**src/link_pkg.sv**
```systemverilog
// link state machine constants and state types
// assumes one 20 MHz clock and an asynchronous active-low reset
package link_pkg;

	// ----------------------------------------------------------------
	// commanded link state codes
	// ----------------------------------------------------------------
	localparam logic [2:0] CMD_NONE       = 3'h0;
	localparam logic [2:0] CMD_CONNECT    = 3'h1;
	localparam logic [2:0] CMD_RECONNECT  = 3'h2;
	localparam logic [2:0] CMD_DISCONNECT = 3'h3;
	localparam logic [2:0] CMD_ERROR      = 3'h4;

	// ----------------------------------------------------------------
	// reported actual link state codes
	// ----------------------------------------------------------------
	localparam logic [2:0] ACT_DISCONNECTED = 3'h0;
	localparam logic [2:0] ACT_CONNECTING   = 3'h1;
	localparam logic [2:0] ACT_CONNECTED    = 3'h2;
	localparam logic [2:0] ACT_PROGRAM      = 3'h3;
	localparam logic [2:0] ACT_ERROR        = 3'h4;
	localparam logic [2:0] ACT_BUSY         = 3'h7;

	// ----------------------------------------------------------------
	// reset values
	// ----------------------------------------------------------------
	localparam logic       FIELD_RST = 1'b0;
	localparam logic [1:0] SYNC_RST  = 2'h0;

	typedef enum logic [3:0] {
		ST_DISCONNECTED,
		ST_CONNECTING,
		ST_PRE_SESSION,
		ST_PROGRAM,
		ST_CONNECTED,
		ST_SESSION_RESTART,
		ST_SESSION_CLOSE,
		ST_STOPPING,
		ST_ERROR
	} link_state_t;

	typedef enum logic [1:0] {
		PH_IDLE,
		PH_PRETRANSMIT,
		PH_PREFETCH,
		PH_DONE
	} pre_phase_t;

endpackage : link_pkg

```
**src/pin_sync.sv**
```systemverilog
// two-flop synchroniser for a vector of pin-level inputs
// assumes inputs are asynchronous to CLOCK
`timescale 1ns/1ps
module pin_sync #(
	parameter int WIDTH = 1
) (
	// clock and reset
	input  wire logic             clk,
	input  wire logic             arst_n,
	// data
	input  wire logic [WIDTH-1:0] din,
	output logic      [WIDTH-1:0] dout
);
	logic [WIDTH-1:0] meta_q;
	logic [WIDTH-1:0] meta_d;
	logic [WIDTH-1:0] out_d;

	always_comb begin
		meta_d = din;
		out_d  = meta_q;
	end

	always_ff @(posedge clk or negedge arst_n) begin
		if (!arst_n) begin
			meta_q <= '0;
			dout   <= '0;
		end else begin
			meta_q <= meta_d;
			dout   <= out_d;
		end
	end

endmodule : pin_sync

```
**src/tag_link_state_machine.sv**
```systemverilog
// link state machine of the read/write head talking to mobile data tags
// assumes tag-side events arrive asynchronously on pins; commands are used unsynchronised, as one-cycle strobes on CLOCK
//
// What this block does
// state changes only by automatic condition or commanded link state
// disconnected and error leave only on a commanded link state; connected and program also on automatic conditions
// internal-only states report busy as actual link state
// power-on enters disconnected, radio field off
// connect command in disconnected or error enters connecting, field on
// reconnect from connected or program enters session restart
// disconnect: connecting to stopping; connected/program/error to session close
// error command from connected or program enters error
// connecting goes to pre-session when a tag signs on
// pre-session runs pretransmits before prefetches, nothing if none configured
// pre-session done without error moves to program
// program moves to connected when no user program or auto mode off
// legacy release: program runs only the auto mode function
// session close closes channel, field off, enters disconnected
// stopping stops waiting, field off, enters disconnected
// session restart closes channel, field stays on, back to connecting
// unexpected tag power-up in pre-session or connected returns to connecting
// sign-on failure while connecting enters error
// sign-off failure in restart or close enters error
// tag lost while connected enters error
`timescale 1ns/1ps
module tag_link_state_machine (
	// clock and reset
	input  wire logic       CLOCK,
	input  wire logic       ARST_N,
	// commanded link state, one-cycle strobe from fieldbus side
	input  wire logic       CMD_VALID,
	input  wire logic [2:0] CMD_CODE,
	// auto mode request for reconnect
	input  wire logic       AUTO_RECONNECT,
	// configuration levels
	input  wire logic       PRETRANSMIT_CFG,
	input  wire logic       PREFETCH_CFG,
	input  wire logic       USER_PROGRAM_LOADED,
	input  wire logic       AUTO_MODE_ON,
	input  wire logic       LEGACY_RELEASE,
	// tag and radio events, pin levels
	input  wire logic       TAG_SIGNED_ON,
	input  wire logic       TAG_SIGNON_FAIL,
	input  wire logic       TAG_SIGNOFF_DONE,
	input  wire logic       TAG_SIGNOFF_FAIL,
	input  wire logic       TAG_POWER_UP,
	input  wire logic       TAG_PRESENT,
	// pre-session operation handshake and program state done
	input  wire logic       OP_DONE,
	input  wire logic       OP_FAIL,
	input  wire logic       PROGRAM_DONE,
	// outputs
	output logic            RADIO_FIELD_ON,
	output logic            CHANNEL_CLOSE,
	output logic            AWAIT_TAGS,
	output logic            PRETRANSMIT_RUN,
	output logic            PREFETCH_RUN,
	output logic            USER_ACTIONS_EN,
	output logic            AUTO_MODE_RUN,
	output logic [2:0]      ACTUAL_LINK_STATE
);

	// ----------------------------------------------------------------
	// input synchronisers
	// ----------------------------------------------------------------
	localparam int NSYNC = 11;
	logic [NSYNC-1:0] raw_in;
	logic [NSYNC-1:0] sync_in;

	assign raw_in = {TAG_SIGNED_ON, TAG_SIGNON_FAIL, TAG_SIGNOFF_DONE,
			TAG_SIGNOFF_FAIL, TAG_POWER_UP, TAG_PRESENT, OP_DONE, OP_FAIL,
			PROGRAM_DONE, AUTO_RECONNECT, AUTO_MODE_ON};

	pin_sync #(
		.WIDTH (NSYNC)
	) u_sync (
		.clk    (CLOCK),
		.arst_n (ARST_N),
		.din    (raw_in),
		.dout   (sync_in)
	);

	logic signed_on;
	logic signon_fail;
	logic signoff_done;
	logic signoff_fail;
	logic power_up;
	logic present;
	logic op_done;
	logic op_fail;
	logic prog_done;
	logic auto_rc;
	logic auto_on;

	assign {signed_on, signon_fail, signoff_done, signoff_fail, power_up,
		present, op_done, op_fail, prog_done, auto_rc, auto_on} = sync_in;

	// ----------------------------------------------------------------
	// command decode
	// ----------------------------------------------------------------
	logic cmd_connect;
	logic cmd_reconnect;
	logic cmd_disconnect;
	logic cmd_error;

	always_comb begin
		cmd_connect    = CMD_VALID && CMD_CODE == link_pkg::CMD_CONNECT;
		cmd_reconnect  = CMD_VALID && CMD_CODE == link_pkg::CMD_RECONNECT;
		cmd_disconnect = CMD_VALID && CMD_CODE == link_pkg::CMD_DISCONNECT;
		cmd_error      = CMD_VALID && CMD_CODE == link_pkg::CMD_ERROR;
	end

	// ----------------------------------------------------------------
	// state registers
	// ----------------------------------------------------------------
	link_pkg::link_state_t state_q;
	link_pkg::link_state_t state_d;
	link_pkg::pre_phase_t  phase_q;
	link_pkg::pre_phase_t  phase_d;
	logic                  field_q;
	logic                  field_d;
	logic [2:0]            act_q;
	logic [2:0]            act_d;

	// ----------------------------------------------------------------
	// next-state logic
	// ----------------------------------------------------------------
	always_comb begin
		state_d = state_q;
		phase_d = phase_q;
		field_d = field_q;
		case (state_q)
			link_pkg::ST_DISCONNECTED: begin
				if (cmd_connect) begin
					state_d = link_pkg::ST_CONNECTING;
					field_d = 1'b1;
				end
			end
			link_pkg::ST_ERROR: begin
				if (cmd_connect) begin
					state_d = link_pkg::ST_CONNECTING;
					field_d = 1'b1;
				end else if (cmd_disconnect) begin
					state_d = link_pkg::ST_SESSION_CLOSE;
				end
			end
			link_pkg::ST_CONNECTING: begin
				if (cmd_disconnect) begin
					state_d = link_pkg::ST_STOPPING;
				end else if (signon_fail) begin
					state_d = link_pkg::ST_ERROR;
				end else if (signed_on) begin
					state_d = link_pkg::ST_PRE_SESSION;
					phase_d = link_pkg::PH_IDLE;
				end
			end
			link_pkg::ST_PRE_SESSION: begin
				if (power_up) begin
					state_d = link_pkg::ST_CONNECTING;
				end else begin
					case (phase_q)
						link_pkg::PH_IDLE: begin
							if (PRETRANSMIT_CFG) begin
								phase_d = link_pkg::PH_PRETRANSMIT;
							end else if (PREFETCH_CFG) begin
								phase_d = link_pkg::PH_PREFETCH;
							end else begin
								phase_d = link_pkg::PH_DONE;
							end
						end
						link_pkg::PH_PRETRANSMIT: begin
							if (op_fail) begin
								state_d = link_pkg::ST_ERROR;
							end else if (op_done) begin
								phase_d = PREFETCH_CFG ? link_pkg::PH_PREFETCH
									: link_pkg::PH_DONE;
							end
						end
						link_pkg::PH_PREFETCH: begin
							if (op_fail) begin
								state_d = link_pkg::ST_ERROR;
							end else if (op_done) begin
								phase_d = link_pkg::PH_DONE;
							end
						end
						link_pkg::PH_DONE: begin
							state_d = link_pkg::ST_PROGRAM;
						end
						default: begin
							phase_d = link_pkg::PH_IDLE;
						end
					endcase
				end
			end
			link_pkg::ST_PROGRAM: begin
				if (cmd_error) begin
					state_d = link_pkg::ST_ERROR;
				end else if (cmd_disconnect) begin
					state_d = link_pkg::ST_SESSION_CLOSE;
				end else if (cmd_reconnect || auto_rc) begin
					state_d = link_pkg::ST_SESSION_RESTART;
				end else if (!USER_PROGRAM_LOADED || !auto_on || prog_done) begin
					state_d = link_pkg::ST_CONNECTED;
				end
			end
			link_pkg::ST_CONNECTED: begin
				if (cmd_error) begin
					state_d = link_pkg::ST_ERROR;
				end else if (cmd_disconnect) begin
					state_d = link_pkg::ST_SESSION_CLOSE;
				end else if (cmd_reconnect || (auto_on && auto_rc)) begin
					state_d = link_pkg::ST_SESSION_RESTART;
				end else if (power_up) begin
					state_d = link_pkg::ST_CONNECTING;
				end else if (!present) begin
					state_d = link_pkg::ST_ERROR;
				end
			end
			link_pkg::ST_SESSION_RESTART: begin
				if (signoff_fail) begin
					state_d = link_pkg::ST_ERROR;
				end else if (signoff_done) begin
					state_d = link_pkg::ST_CONNECTING;
				end
			end
			link_pkg::ST_SESSION_CLOSE: begin
				if (signoff_fail) begin
					state_d = link_pkg::ST_ERROR;
				end else if (signoff_done) begin
					state_d = link_pkg::ST_DISCONNECTED;
					field_d = 1'b0;
				end
			end
			link_pkg::ST_STOPPING: begin
				state_d = link_pkg::ST_DISCONNECTED;
				field_d = 1'b0;
			end
			default: begin
				state_d = link_pkg::ST_DISCONNECTED;
				field_d = link_pkg::FIELD_RST;
			end
		endcase
		if (state_d == link_pkg::ST_ERROR || state_d == link_pkg::ST_DISCONNECTED) begin
			phase_d = link_pkg::PH_IDLE;
		end
	end

	// ----------------------------------------------------------------
	// reported link state, busy for internal states
	// ----------------------------------------------------------------
	always_comb begin
		case (state_d)
			link_pkg::ST_DISCONNECTED: act_d = link_pkg::ACT_DISCONNECTED;
			link_pkg::ST_CONNECTING:   act_d = link_pkg::ACT_CONNECTING;
			link_pkg::ST_PROGRAM:      act_d = link_pkg::ACT_PROGRAM;
			link_pkg::ST_CONNECTED:    act_d = link_pkg::ACT_CONNECTED;
			link_pkg::ST_ERROR:        act_d = link_pkg::ACT_ERROR;
			default:                   act_d = link_pkg::ACT_BUSY;
		endcase
	end

	// ----------------------------------------------------------------
	// registers
	// ----------------------------------------------------------------
	always_ff @(posedge CLOCK or negedge ARST_N) begin
		if (!ARST_N) begin
			state_q <= link_pkg::ST_DISCONNECTED;
			phase_q <= link_pkg::PH_IDLE;
			field_q <= link_pkg::FIELD_RST;
			act_q   <= link_pkg::ACT_DISCONNECTED;
		end else begin
			state_q <= state_d;
			phase_q <= phase_d;
			field_q <= field_d;
			act_q   <= act_d;
		end
	end

	// ----------------------------------------------------------------
	// outputs
	// ----------------------------------------------------------------
	always_comb begin
		RADIO_FIELD_ON    = field_q;
		CHANNEL_CLOSE     = state_q == link_pkg::ST_SESSION_RESTART
			|| state_q == link_pkg::ST_SESSION_CLOSE;
		AWAIT_TAGS        = state_q == link_pkg::ST_CONNECTING;
		PRETRANSMIT_RUN   = state_q == link_pkg::ST_PRE_SESSION
			&& phase_q == link_pkg::PH_PRETRANSMIT;
		PREFETCH_RUN      = state_q == link_pkg::ST_PRE_SESSION
			&& phase_q == link_pkg::PH_PREFETCH;
		USER_ACTIONS_EN   = state_q == link_pkg::ST_PROGRAM
			&& USER_PROGRAM_LOADED && !LEGACY_RELEASE;
		AUTO_MODE_RUN     = state_q == link_pkg::ST_PROGRAM && auto_on;
		ACTUAL_LINK_STATE = act_q;
	end

endmodule : tag_link_state_machine

```
**config.mk**
```make
export PLATFORM = sky130hd
export DESIGN_NAME = tag_link_state_machine
export DESIGN_NICKNAME = d
export VERILOG_FILES = /design/src/link_pkg.sv /design/src/pin_sync.sv /design/src/tag_link_state_machine.sv
export SDC_FILE = /design/constraint.sdc
export NUM_CORES = 1
export LEC_CHECK = 0
export BUFFER_PORTS_ARGS = -buffer_cell sky130_fd_sc_hd__buf_2
export CORE_ASPECT_RATIO = 0.7
export CORE_MARGIN = 2
export CORE_UTILIZATION = 35
export CTS_BUF_LIST = sky130_fd_sc_hd__clkbuf_8 sky130_fd_sc_hd__clkbuf_16
export DETAILED_ROUTE_END_ITERATION = 10
export SLEW_MARGIN = 20
export SYNTH_ARGS = -nofsm -noshare
export SYNTH_HDL_FRONTEND = slang
export SYNTH_HIERARCHICAL = 1
export SYNTH_SLANG_ARGS = --single-unit
```
**constraint.sdc**
```tcl
create_clock -name CLOCK -period 4.2 [get_ports CLOCK]
set_clock_uncertainty 0.05 [all_clocks]
set_input_delay 0.84 -clock CLOCK [delete_from_list [all_inputs] [get_ports CLOCK]]
set_output_delay 0.84 -clock CLOCK [all_outputs]
set_load 0.03 [all_outputs]
```
==> flow_summary.json, run 1 <==
{
  "status": "finished, final reports clean",
  "power_frac_clock": 0.280,
  "grt_use_met1": 0.182,
  "chipWidth_um": 83.3,
  "p_per_area_nw_per_um2": 417,
  "numCtsBuffers": 5,
  "slew_violations": 0,
  "placed_cells": 226,
  "cp-start-kind": "flop",
  "postCtsSetupBuffers": 0,
  "final_common_cell": "dfrtp_1",
  "vdd_drop_max_mv": 0.241,
  "htreeDepth": 2,
  "cts_num_sinks": 32,
  "die_y_um": 59.5,
  "fmax_ghz": 0.356,
  "first_pass_iters": 4,
  "totalNegativeSetupSlack_ns": 0,
  "wirelength_um": 3330,
  "swShare": 0.317,
  "grt_max_degree": 33,
  "dp_hpwl_um": 2470,
  "routed_via_density": 5.35,
  "cp.arrival_ns": 1.92,
  "wl_per_cell_um": 14.3,
  "synth-seq-area-share": 0.520,
  "final_cell_mix": "dfrtp_1, buf_2, inv_1",
  "setup_ws_ns": 1.39,
  "rows": 20,
  "syn_area_um2": 1540,
  "synthCells": 146,
  "netSwitchingPower_uw": 239,
  "clockRootBuffer": "clkbuf_8",
  "core_area_um2": 4280,
  "nNetsFinal": 203,
  "syn_nets": 171,
  "vias": 1247,
  "antenna_cells": 0,
  "grt_overflow": 0,
  "p_leak_uw": 0.000816,
  "start_util": 0.360,
  "worstPathRequired_ns": 3.31,
  "area_delta_synth_final_pct": 17.6,
  "grtUsageTotal": 0.144,
  "antenna_found_initial": 0,
  "cts.clk_slew.worst_paths_ns": 0.06,
  "drt_iter0_markers": 66,
  "busiest_layer": "met2",
  "fin_util": 0.423,
  "ys_warn_count": 6,
  "dp_slack_ns": 1.52,
  "fin_cells": 233,
  "finalHoldViolations": 0,
  "sequentialPowerShare": 0.499,
  "async_reset_ff_frac": 1.00,
  "p_int_uw": 515,
  "ys_ff_latch": 32,
  "grt_util_met3": 0.0348,
  "setup_viol": 0,
  "cap_violations": 0,
  "min_period_ns": 2.81,
  "hold_class": "reg -> reg",
  "clock_latency_ns": 0.28,
  "cts.repair.resized": 0,
  "drc": 0,
  "die-area_um2": 4950,
  "ant_nets": 0,
  "layout-drive-gt1-share": 0.225,
  "grt_use_met2": 0.242,
  "port_buffers": 30,
  "timing.hold.ws_ns": 0.297,
  "cts_tree": "yes",
  "slew_headroom": 0.530,
  "fillers": 401,
  "yosysUniqueCellTypes": 45,
  "synth_edf_count": 0,
  "pwr-share-comb": 0.221,
  "grt_first_pass_wirelength_um": 5590,
  "syn_area_per_cell_um2": 10.5,
  "worstSetupEndpointType": "primary output",
  "rsz0062_at_grt": "no",
  "worst_pin_slew_ns": 0.705,
  "ys.flop_type": "dfrtp_1",
  "grt_pass1_vias": 1202,
  "reg2reg_slack_ns": 1.87,
  "routabilityCongestion": 0.846,
  "crit_type": "reg -> out",
  "finalCritPeriodShare": 0.669,
  "hold_buffers": 0,
  "worst-path-max-fanout": 16,
  "boundaryPins": 31,
  "clock_path_buffers": 2
}
==> flip-flops by register name (all words and copies together), names as in the netlist <==
name               cells
phase_q                2
u_sync/meta_q         11
RADIO_FIELD_ON         1
state_q                4
ACTUAL_LINK_STATE      3
u_sync/dout           11
==> synth_stat cells, types with 3 or more instances <==
master | n | area [um2]
dfrtp_1 | 32 | 801
nor3_1 | 5 | 25.0
nor2b_1 | 3 | 18.8
nor3b_1 | 3 | 22.5
inv_1 | 10 | 37.5
nor2_1 | 9 | 33.8
nor4_1 | 5 | 31.3
buf_2 | 5 | 25.0
ha_1 | 4 | 50.1
o21ai_0 | 6 | 30.0
nand2b_1 | 6 | 37.5
a21oi_1 | 9 | 45.0
nand2_1 | 8 | 30.0
==> cell families after synthesis <==
kind of cell	share of synthesized area
AND/OR/NAND/NOR	0.247
AO/OA/AOI/OAI	0.147
flip-flops	0.520
buffers and inverters	0.0407
adder cells (fa/ha/maj)	0.0325
XOR/XNOR	0.00569
multiplexers	0.00650
==> area by class of cell <==
type | count | area, um2 | area share
clock buffer | 5 | 68.8 | 0.0380
timing repair buffer | 30 | 150 | 0.0829
sequential | 32 | 801 | 0.442
inverter | 10 | 37.5 | 0.0207
multi-input combinational | 99 | 676 | 0.373
tap | 55 | 68.8 | 0.0380
clock inverter | 2 | 8.76 | 0.00484
==> through the flow <==
| step | power, uW | instance area (um2) |
|---|---|---|
| global route | 798 | 1810 |
| CTS | 762 | 1810 |
| floorplan | 490 | 1540 |
| finish | 755 | 1810 |
| global placement | 543 | 1730 |
| detailed placement | 548 | 1730 |
==> metal layers <==
| layer | share of wire | vias to the layer above |
|---|---|---|
| met5 | 0 | - |
| met4 | 0.022 | 0 |
| met3 | 0.054 | 9 |
| met2 | 0.47 | 40 |
| met1 | 0.45 | 601 |
| li1 | - | 597 |
==> worst paths after layout <==
kind                                        from                    to  depth (start not counted)
worst min register to register  u_sync/meta_q[6]        u_sync/dout[6]                          0
worst max register to register        state_q[0]  ACTUAL_LINK_STATE[2]                          5
worst min-delay path            u_sync/meta_q[6]        u_sync/dout[6]                          0
worst max-delay path                  state_q[0]       PRETRANSMIT_RUN                          3
max in group asynchronous                 ARST_N        u_sync/dout[1]                          1
min in group asynchronous                 ARST_N  ACTUAL_LINK_STATE[0]                          1
==> worst max-delay path, stage by stage (launching register included) <==
cell,delay (ns)
dfrtp_1,0.56
or4b_1,0.73
nor2_1,0.14
buf_2,0.21
==> power by group through the flow <==
| stage | clock [uW] | combinational [uW] | sequential (uW) |
|---|---|---|---|
| finish | 211 | 167 | 376 |
| global route | 233 | 183 | 382 |
| CTS | 219 | 167 | 375 |
| detailed placement | 0 | 167 | 381 |
| global placement | 0 | 163 | 380 |
| floorplan | 0 | 101 | 389 |
Note: power is estimated with default switching activity, not from simulation.
==> inputs of run 2 (changes only) <==
==> constraint.sdc (replaced) <==
create_clock -name CLOCK -period 2.7 [get_ports CLOCK]
set_clock_uncertainty 0.05 [all_clocks]
set_input_delay 0.54 -clock CLOCK [delete_from_list [all_inputs] [get_ports CLOCK]]
set_output_delay 0.54 -clock CLOCK [all_outputs]
set_load 0.03 [all_outputs]
==> run 2 against run 1 <==
  * First-iteration DRC count grew 35%
  * Count of clock-buffer cells in the layout grew 1
  * Wire length is 1.4% lower
  * Final cell count up 0.43%
  * Critical path depth is the same
  * Hold slack got worse by 0.048 ns
  * Sequential power up 56%
  * Non-clock buffer count unchanged
  * Critical endpoint is now PREFETCH_RUN
==> flow_summary.json, run 2 (synthesis gave the netlist of run 1 again) <==
{
  "status": "finished, final reports clean",
  "reg2reg_slack_ns": 0.40,
  "slew_violations": 0,
  "nNetsFinal": 203,
  "crit_type": "reg -> out",
  "rsz0062_at_grt": "no",
  "routabilityCongestion": 0.846,
  "worstSetupEndpointType": "primary output",
  "clock_latency_ns": 0.28,
  "boundaryPins": 31,
  "fmax_ghz": 0.401,
  "vdd_drop_max_mv": 0.448,
  "cts_tree": "yes",
  "cts_num_sinks": 32,
  "drc": 0,
  "placed_cells": 226,
  "rows": 20,
  "cts.repair.resized": 0,
  "final_common_cell": "dfrtp_1",
  "worst_pin_slew_ns": 0.699,
  "grtUsageTotal": 0.143,
  "r2r-start": "state_q[2]",
  "start_util": 0.360,
  "ant_nets": 0,
  "cts.clk_slew.worst_paths_ns": 0.07,
  "grt_overflow": 0,
  "final_area_um2": 1830,
  "dp_hpwl_um": 2440,
  "worstPathRequired_ns": 2.11,
  "antenna_found_initial": 0,
  "worst-path-max-fanout": 16,
  "port_buffers": 30,
  "area_delta_synth_final_pct": 18.7,
  "dp_slack_ns": 0.343,
  "totalNegativeSetupSlack_ns": 0,
  "top_regs": "u_sync/dout (11), u_sync/meta_q (11), state_q (4)",
  "chipWidth_um": 83.3,
  "hold_class": "in -> async",
  "vias": 1239,
  "cp-start-kind": "flop",
  "grt_pass1_vias": 1162,
  "drt_iter0_markers": 89,
  "wl_per_cell_um": 14.0,
  "setup_ws_ns": 0.209,
  "finalCritPeriodShare": 0.923,
  "cap_violations": 0,
  "antenna_cells": 0,
  "routed_via_density": 5.29,
  "slew_headroom": 0.534,
  "finalHoldViolations": 0,
  "hold_buffers": 0,
  "die_y_um": 59.5,
  "grt_first_pass_wirelength_um": 5580,
  "final_cell_mix": "dfrtp_1, buf_2, inv_1",
  "numCtsBuffers": 5,
  "layout-drive-gt1-share": 0.229,
  "p_per_area_nw_per_um2": 663,
  "fin_cells": 234,
  "postCtsSetupBuffers": 0,
  "wirelength_um": 3290,
  "clockRootBuffer": "clkbuf_8",
  "finalPower_uw": 1210,
  "min_period_ns": 2.49,
  "htreeDepth": 2,
  "cp.arrival_ns": 1.90,
  "setup_viol": 0,
  "grt_max_degree": 33,
  "die-area_um2": 4950,
  "core_area_um2": 4280,
  "dpl_cell_area_um2": 1730,
  "p_leak_uw": 0.000819,
  "clock_path_buffers": 2,
  "first_pass_iters": 4,
  "r2r_end": "ACTUAL_LINK_STATE[2]",
  "fillers": 407,
  "r2r_cells": 5
}
==> run 2: cell count changes in the layout (fill, tap and decap cells not counted), sizes merged <==
| cell | delta |
|---|---|
| clkinvlp | +1 |
| clkbuf | +1 |
| clkinv | -1 |
==> run 2: how the worst max path moves through the flow <==
| stage | from | end | slack, ns | cells after the start |
|---|---|---|---|---|
| after global routing | state_q[0] | AWAIT_TAGS | 0.13 | 3 |
| after detailed placement | CMD_CODE[1] | ACTUAL_LINK_STATE[2] | 0.34 | 7 |
| after floorplan | state_q[3] | phase_q[0] | 0.35 | 6 |
| after CTS | state_q[2] | PREFETCH_RUN | 0.22 | 3 |
| final | state_q[2] | PREFETCH_RUN | 0.21 | 3 |
| after global placement | CMD_CODE[1] | ACTUAL_LINK_STATE[2] | 0.41 | 7 |
==> run 2: power by group <==
group / switching [uW] / leakage, uW / internal (uW) / total (uW)
registers: 60.2 / 0.000392 / 528 / 588
logic: 156 / 0.000379 / 102 / 258
clock network: 161 / 0.0000486 / 203 / 364
==> run 2: metrics by stage <==
| step | hold slack (ns) | util |
|---|---|---|
| floorplan | 0.194 | - |
| global placement | 0.284 | 0.405 |
| CTS | 0.264 | 0.427 |
| global route | 0.291 | 0.427 |
| detailed placement | 0.285 | 0.405 |
| finish | 0.249 | 0.427 |
==> run 2: final cells by class <==
cell class / instances / area [um2] / area share
Inverter: 10 / 37.5 / 0.0205
Clock inverter: 2 / 11.3 / 0.00616
Tap cell: 55 / 68.8 / 0.0377
Sequential cell: 32 / 801 / 0.438
Timing Repair Buffer: 30 / 150 / 0.0822
Clock buffer: 6 / 82.6 / 0.0452
Multi-Input combinational cell: 99 / 676 / 0.370
==> run 2: critical path, cell delays in order (launching register included) <==
cell,delay (ns)
dfrtp_1,0.55
or4b_1,0.73
nor2_1,0.13
buf_2,0.20
==> run 2: metal layers <==
metal  part of all wire  global-route usage
met1               0.48               0.196
met2               0.46               0.226
met3              0.051              0.0474
met4             0.0082              0.0281
met5                  0                   0
==> inputs of run 3 (changes only) <==
--- a/config.mk
+++ b/config.mk
@@ -7,10 +7,11 @@
 export LEC_CHECK = 0
 export BUFFER_PORTS_ARGS = -buffer_cell sky130_fd_sc_hd__buf_2
 export CORE_ASPECT_RATIO = 0.7
-export CORE_MARGIN = 2
+export CORE_MARGIN = 10
 export CORE_UTILIZATION = 35
 export CTS_BUF_LIST = sky130_fd_sc_hd__clkbuf_8 sky130_fd_sc_hd__clkbuf_16
 export DETAILED_ROUTE_END_ITERATION = 10
+export RECOVER_POWER = 100
 export SLEW_MARGIN = 20
 export SYNTH_ARGS = -nofsm -noshare
 export SYNTH_HDL_FRONTEND = slang
==> constraint.sdc (replaced) <==
create_clock -name CLOCK -period 2 [get_ports CLOCK]
set_clock_uncertainty 0.05 [all_clocks]
set_input_delay 0.4 -clock CLOCK [delete_from_list [all_inputs] [get_ports CLOCK]]
set_output_delay 0.4 -clock CLOCK [all_outputs]
set_load 0.03 [all_outputs]
==> run 3 against run 2 <==
  * The run now ends with capacitance limit, slew limit, setup timing left
  * Count of clock-buffer cells in the layout decreased by 1
  * Sequential power grew 31%
  * Cell area grew 24%
  * Sequential cell count did not move
  * Wire length up 26%
  * Critical path depth grew 4
  * Die area up 51%
  * Critical path type is now reg -> reg
  * Largest power group unchanged
==> flow_summary.json, run 3 (synthesis gave the netlist of run 1 again) <==
{
  "status": "finished, violations left",
  "violations": "capacitance limit, slew limit, setup timing",
  "worstSetupEndpointType": "flop",
  "final_common_cell": "dfrtp_1",
  "slew_violations": 33,
  "wirelength_um": 4130,
  "fmax_ghz": 0.475,
  "drc": 0,
  "critPathMaxStageDelay_ns": 0.55,
  "hold_class": "in -> reg",
  "port_buffers": 30,
  "power_frac_clock": 0.309,
  "pwr-share-comb": 0.295,
  "boundaryPins": 31,
  "setup_ws_ns": -0.106,
  "final_cell_mix": "dfrtp_1, buf_4, buf_2",
  "timing.hold.ws_ns": 0.174,
  "worst-path-max-fanout": 4,
  "min_period_ns": 2.11,
  "cp.arrival_ns": 2.23,
  "grtUsageTotal": 0.115,
  "antenna_cells": 0,
  "fillers": 394,
  "worst_pin_slew_ns": 1.67,
  "cts_num_sinks": 32,
  "die-area_um2": 7490,
  "vias": 1381,
  "swShare": 0.304,
  "r2r_end": "ACTUAL_LINK_STATE[2]",
  "cp_num_buf_inv": 1,
  "rows": 20,
  "core_area_um2": 4300,
  "grt_first_pass_wirelength_um": 7050,
  "sequentialPowerShare": 0.396,
  "p_per_area_nw_per_um2": 860,
  "crit_path_start": "state_q[2]",
  "antenna_found_initial": 0,
  "finalHoldViolations": 0,
  "numCtsBuffers": 5,
  "crit_path_frequent_cell": "or4b_4",
  "worstPathRequired_ns": 2.13,
  "chipWidth_um": 99.3,
  "cp-start-kind": "flop",
  "vdd_drop_max_mv": 0.510,
  "rsz0062_at_grt": "yes",
  "fin_util": 0.527,
  "top_regs": "u_sync/dout (11), u_sync/meta_q (11), state_q (4)",
  "cts.clk_slew.worst_paths_ns": 0.07,
  "area_delta_synth_final_pct": 47.3,
  "p_int_uw": 1360,
  "finalCritPeriodShare": 1.05,
  "dp_hpwl_um": 3020,
  "nNetsFinal": 238,
  "drt_iter0_markers": 43,
  "clock_path_buffers": 2,
  "grt_overflow": 0,
  "clock_latency_ns": 0.28,
  "path_cells": "buf_4, or4b_4, nand2b_4, o31ai_2, or4b_4, or2_1, a21o_1",
  "layout-drive-gt1-share": 0.439,
  "wl_per_cell_um": 15.3,
  "htreeDepth": 2,
  "reg2reg_slack_ns": -0.11,
  "ant_nets": 0,
  "first_pass_iters": 4,
  "cp-endpoint": "ACTUAL_LINK_STATE[2]",
  "setup_viol": 6,
  "crit_type": "reg -> reg",
  "dp_slack_ns": -0.124,
  "grt_max_degree": 33,
  "totalNegativeSetupSlack_ns": -0.542,
  "r2r-start": "state_q[2]",
  "slowest_stage": "or4b_4",
  "slew_headroom": -0.113,
  "cap_violations": 1,
  "cts_tree": "yes",
  "die_y_um": 75.5,
  "r2r_cells": 7,
  "routabilityCongestion": 0.881,
  "p_leak_uw": 0.00101,
  "critical-path-top-delay-family": "simple AND/OR/NAND/NOR gates",
  "start_util": 0.358,
  "netSwitchingPower_uw": 592,
  "cp_num_cells": 7,
  "routed_via_density": 5.13,
  "grt_pass1_vias": 1458,
  "clockRootBuffer": "clkbuf_8"
}
-- run 3: changes by cell type in the layout (fill, tap and decap cells not counted), sizes merged --
cell    previous run  this run
inv               11        10
bufinv             0         1
clkinv             0         1
clkbuf             6        14
buf               30        56
-- run 3: area by class of cell --
cell class | instances | area [um2] | share of cell area
timing repair buffer | 65 | 449 | 0.198
multi-input combinational | 99 | 796 | 0.351
clock inverter | 3 | 42.5 | 0.0188
sequential | 32 | 805 | 0.355
inverter | 10 | 37.5 | 0.0166
tap | 55 | 68.8 | 0.0304
clock buffer | 5 | 68.8 | 0.0304
-- run 3: worst min-delay path by stage --
| stage | startpoint | endpoint | cells past startpoint |
|---|---|---|---|
| detailed placement | u_sync/meta_q[0] | u_sync/dout[0] | 0 |
| floorplan | ARST_N | ACTUAL_LINK_STATE[0] | 0 |
| global route | OP_FAIL | u_sync/meta_q[3] | 1 |
| global placement | u_sync/meta_q[5] | u_sync/dout[5] | 0 |
| CTS | ARST_N | state_q[1] | 1 |
| finish | TAG_POWER_UP | u_sync/meta_q[6] | 1 |
-- run 3: repair_timing --
action                     in CTS  in global routing
setup endpoints to repair       8                 11
resized for setup              27                 11
buffers inserted                8                  2
pin swaps                       3                  4
hold buffers                    0                  0
-- run 3: power groups by stage --
stage / Clock [uW] / Combinational (uW) / Sequential [uW]
6_report: 602 / 574 / 773
3_5_place_dp: 0 / 471 / 781
3_3_place_gp: 0 / 463 / 781
2_1_floorplan: 0 / 218 / 818
4_1_cts: 618 / 538 / 767
5_1_grt: 653 / 629 / 780
-- run 3: metrics by stage --
step / power [uW] / std cells / cell area (um2)
3_3_place_gp: 1240 / 251 / 1930
4_1_cts: 1920 / 267 / 2220
5_1_grt: 2060 / 269 / 2270
3_5_place_dp: 1250 / 251 / 1930
2_1_floorplan: 1040 / 146 / 1550
6_report: 1950 / 269 / 2270
-- run 3: routing by layer --
layer	global-route usage	share of wire	vias up
met1	0.140	0.44	679
met5	0	0	-
met2	0.197	0.51	33
met3	0.0299	0.041	4
met4	0.0380	0.0053	0
li1	-	-	665
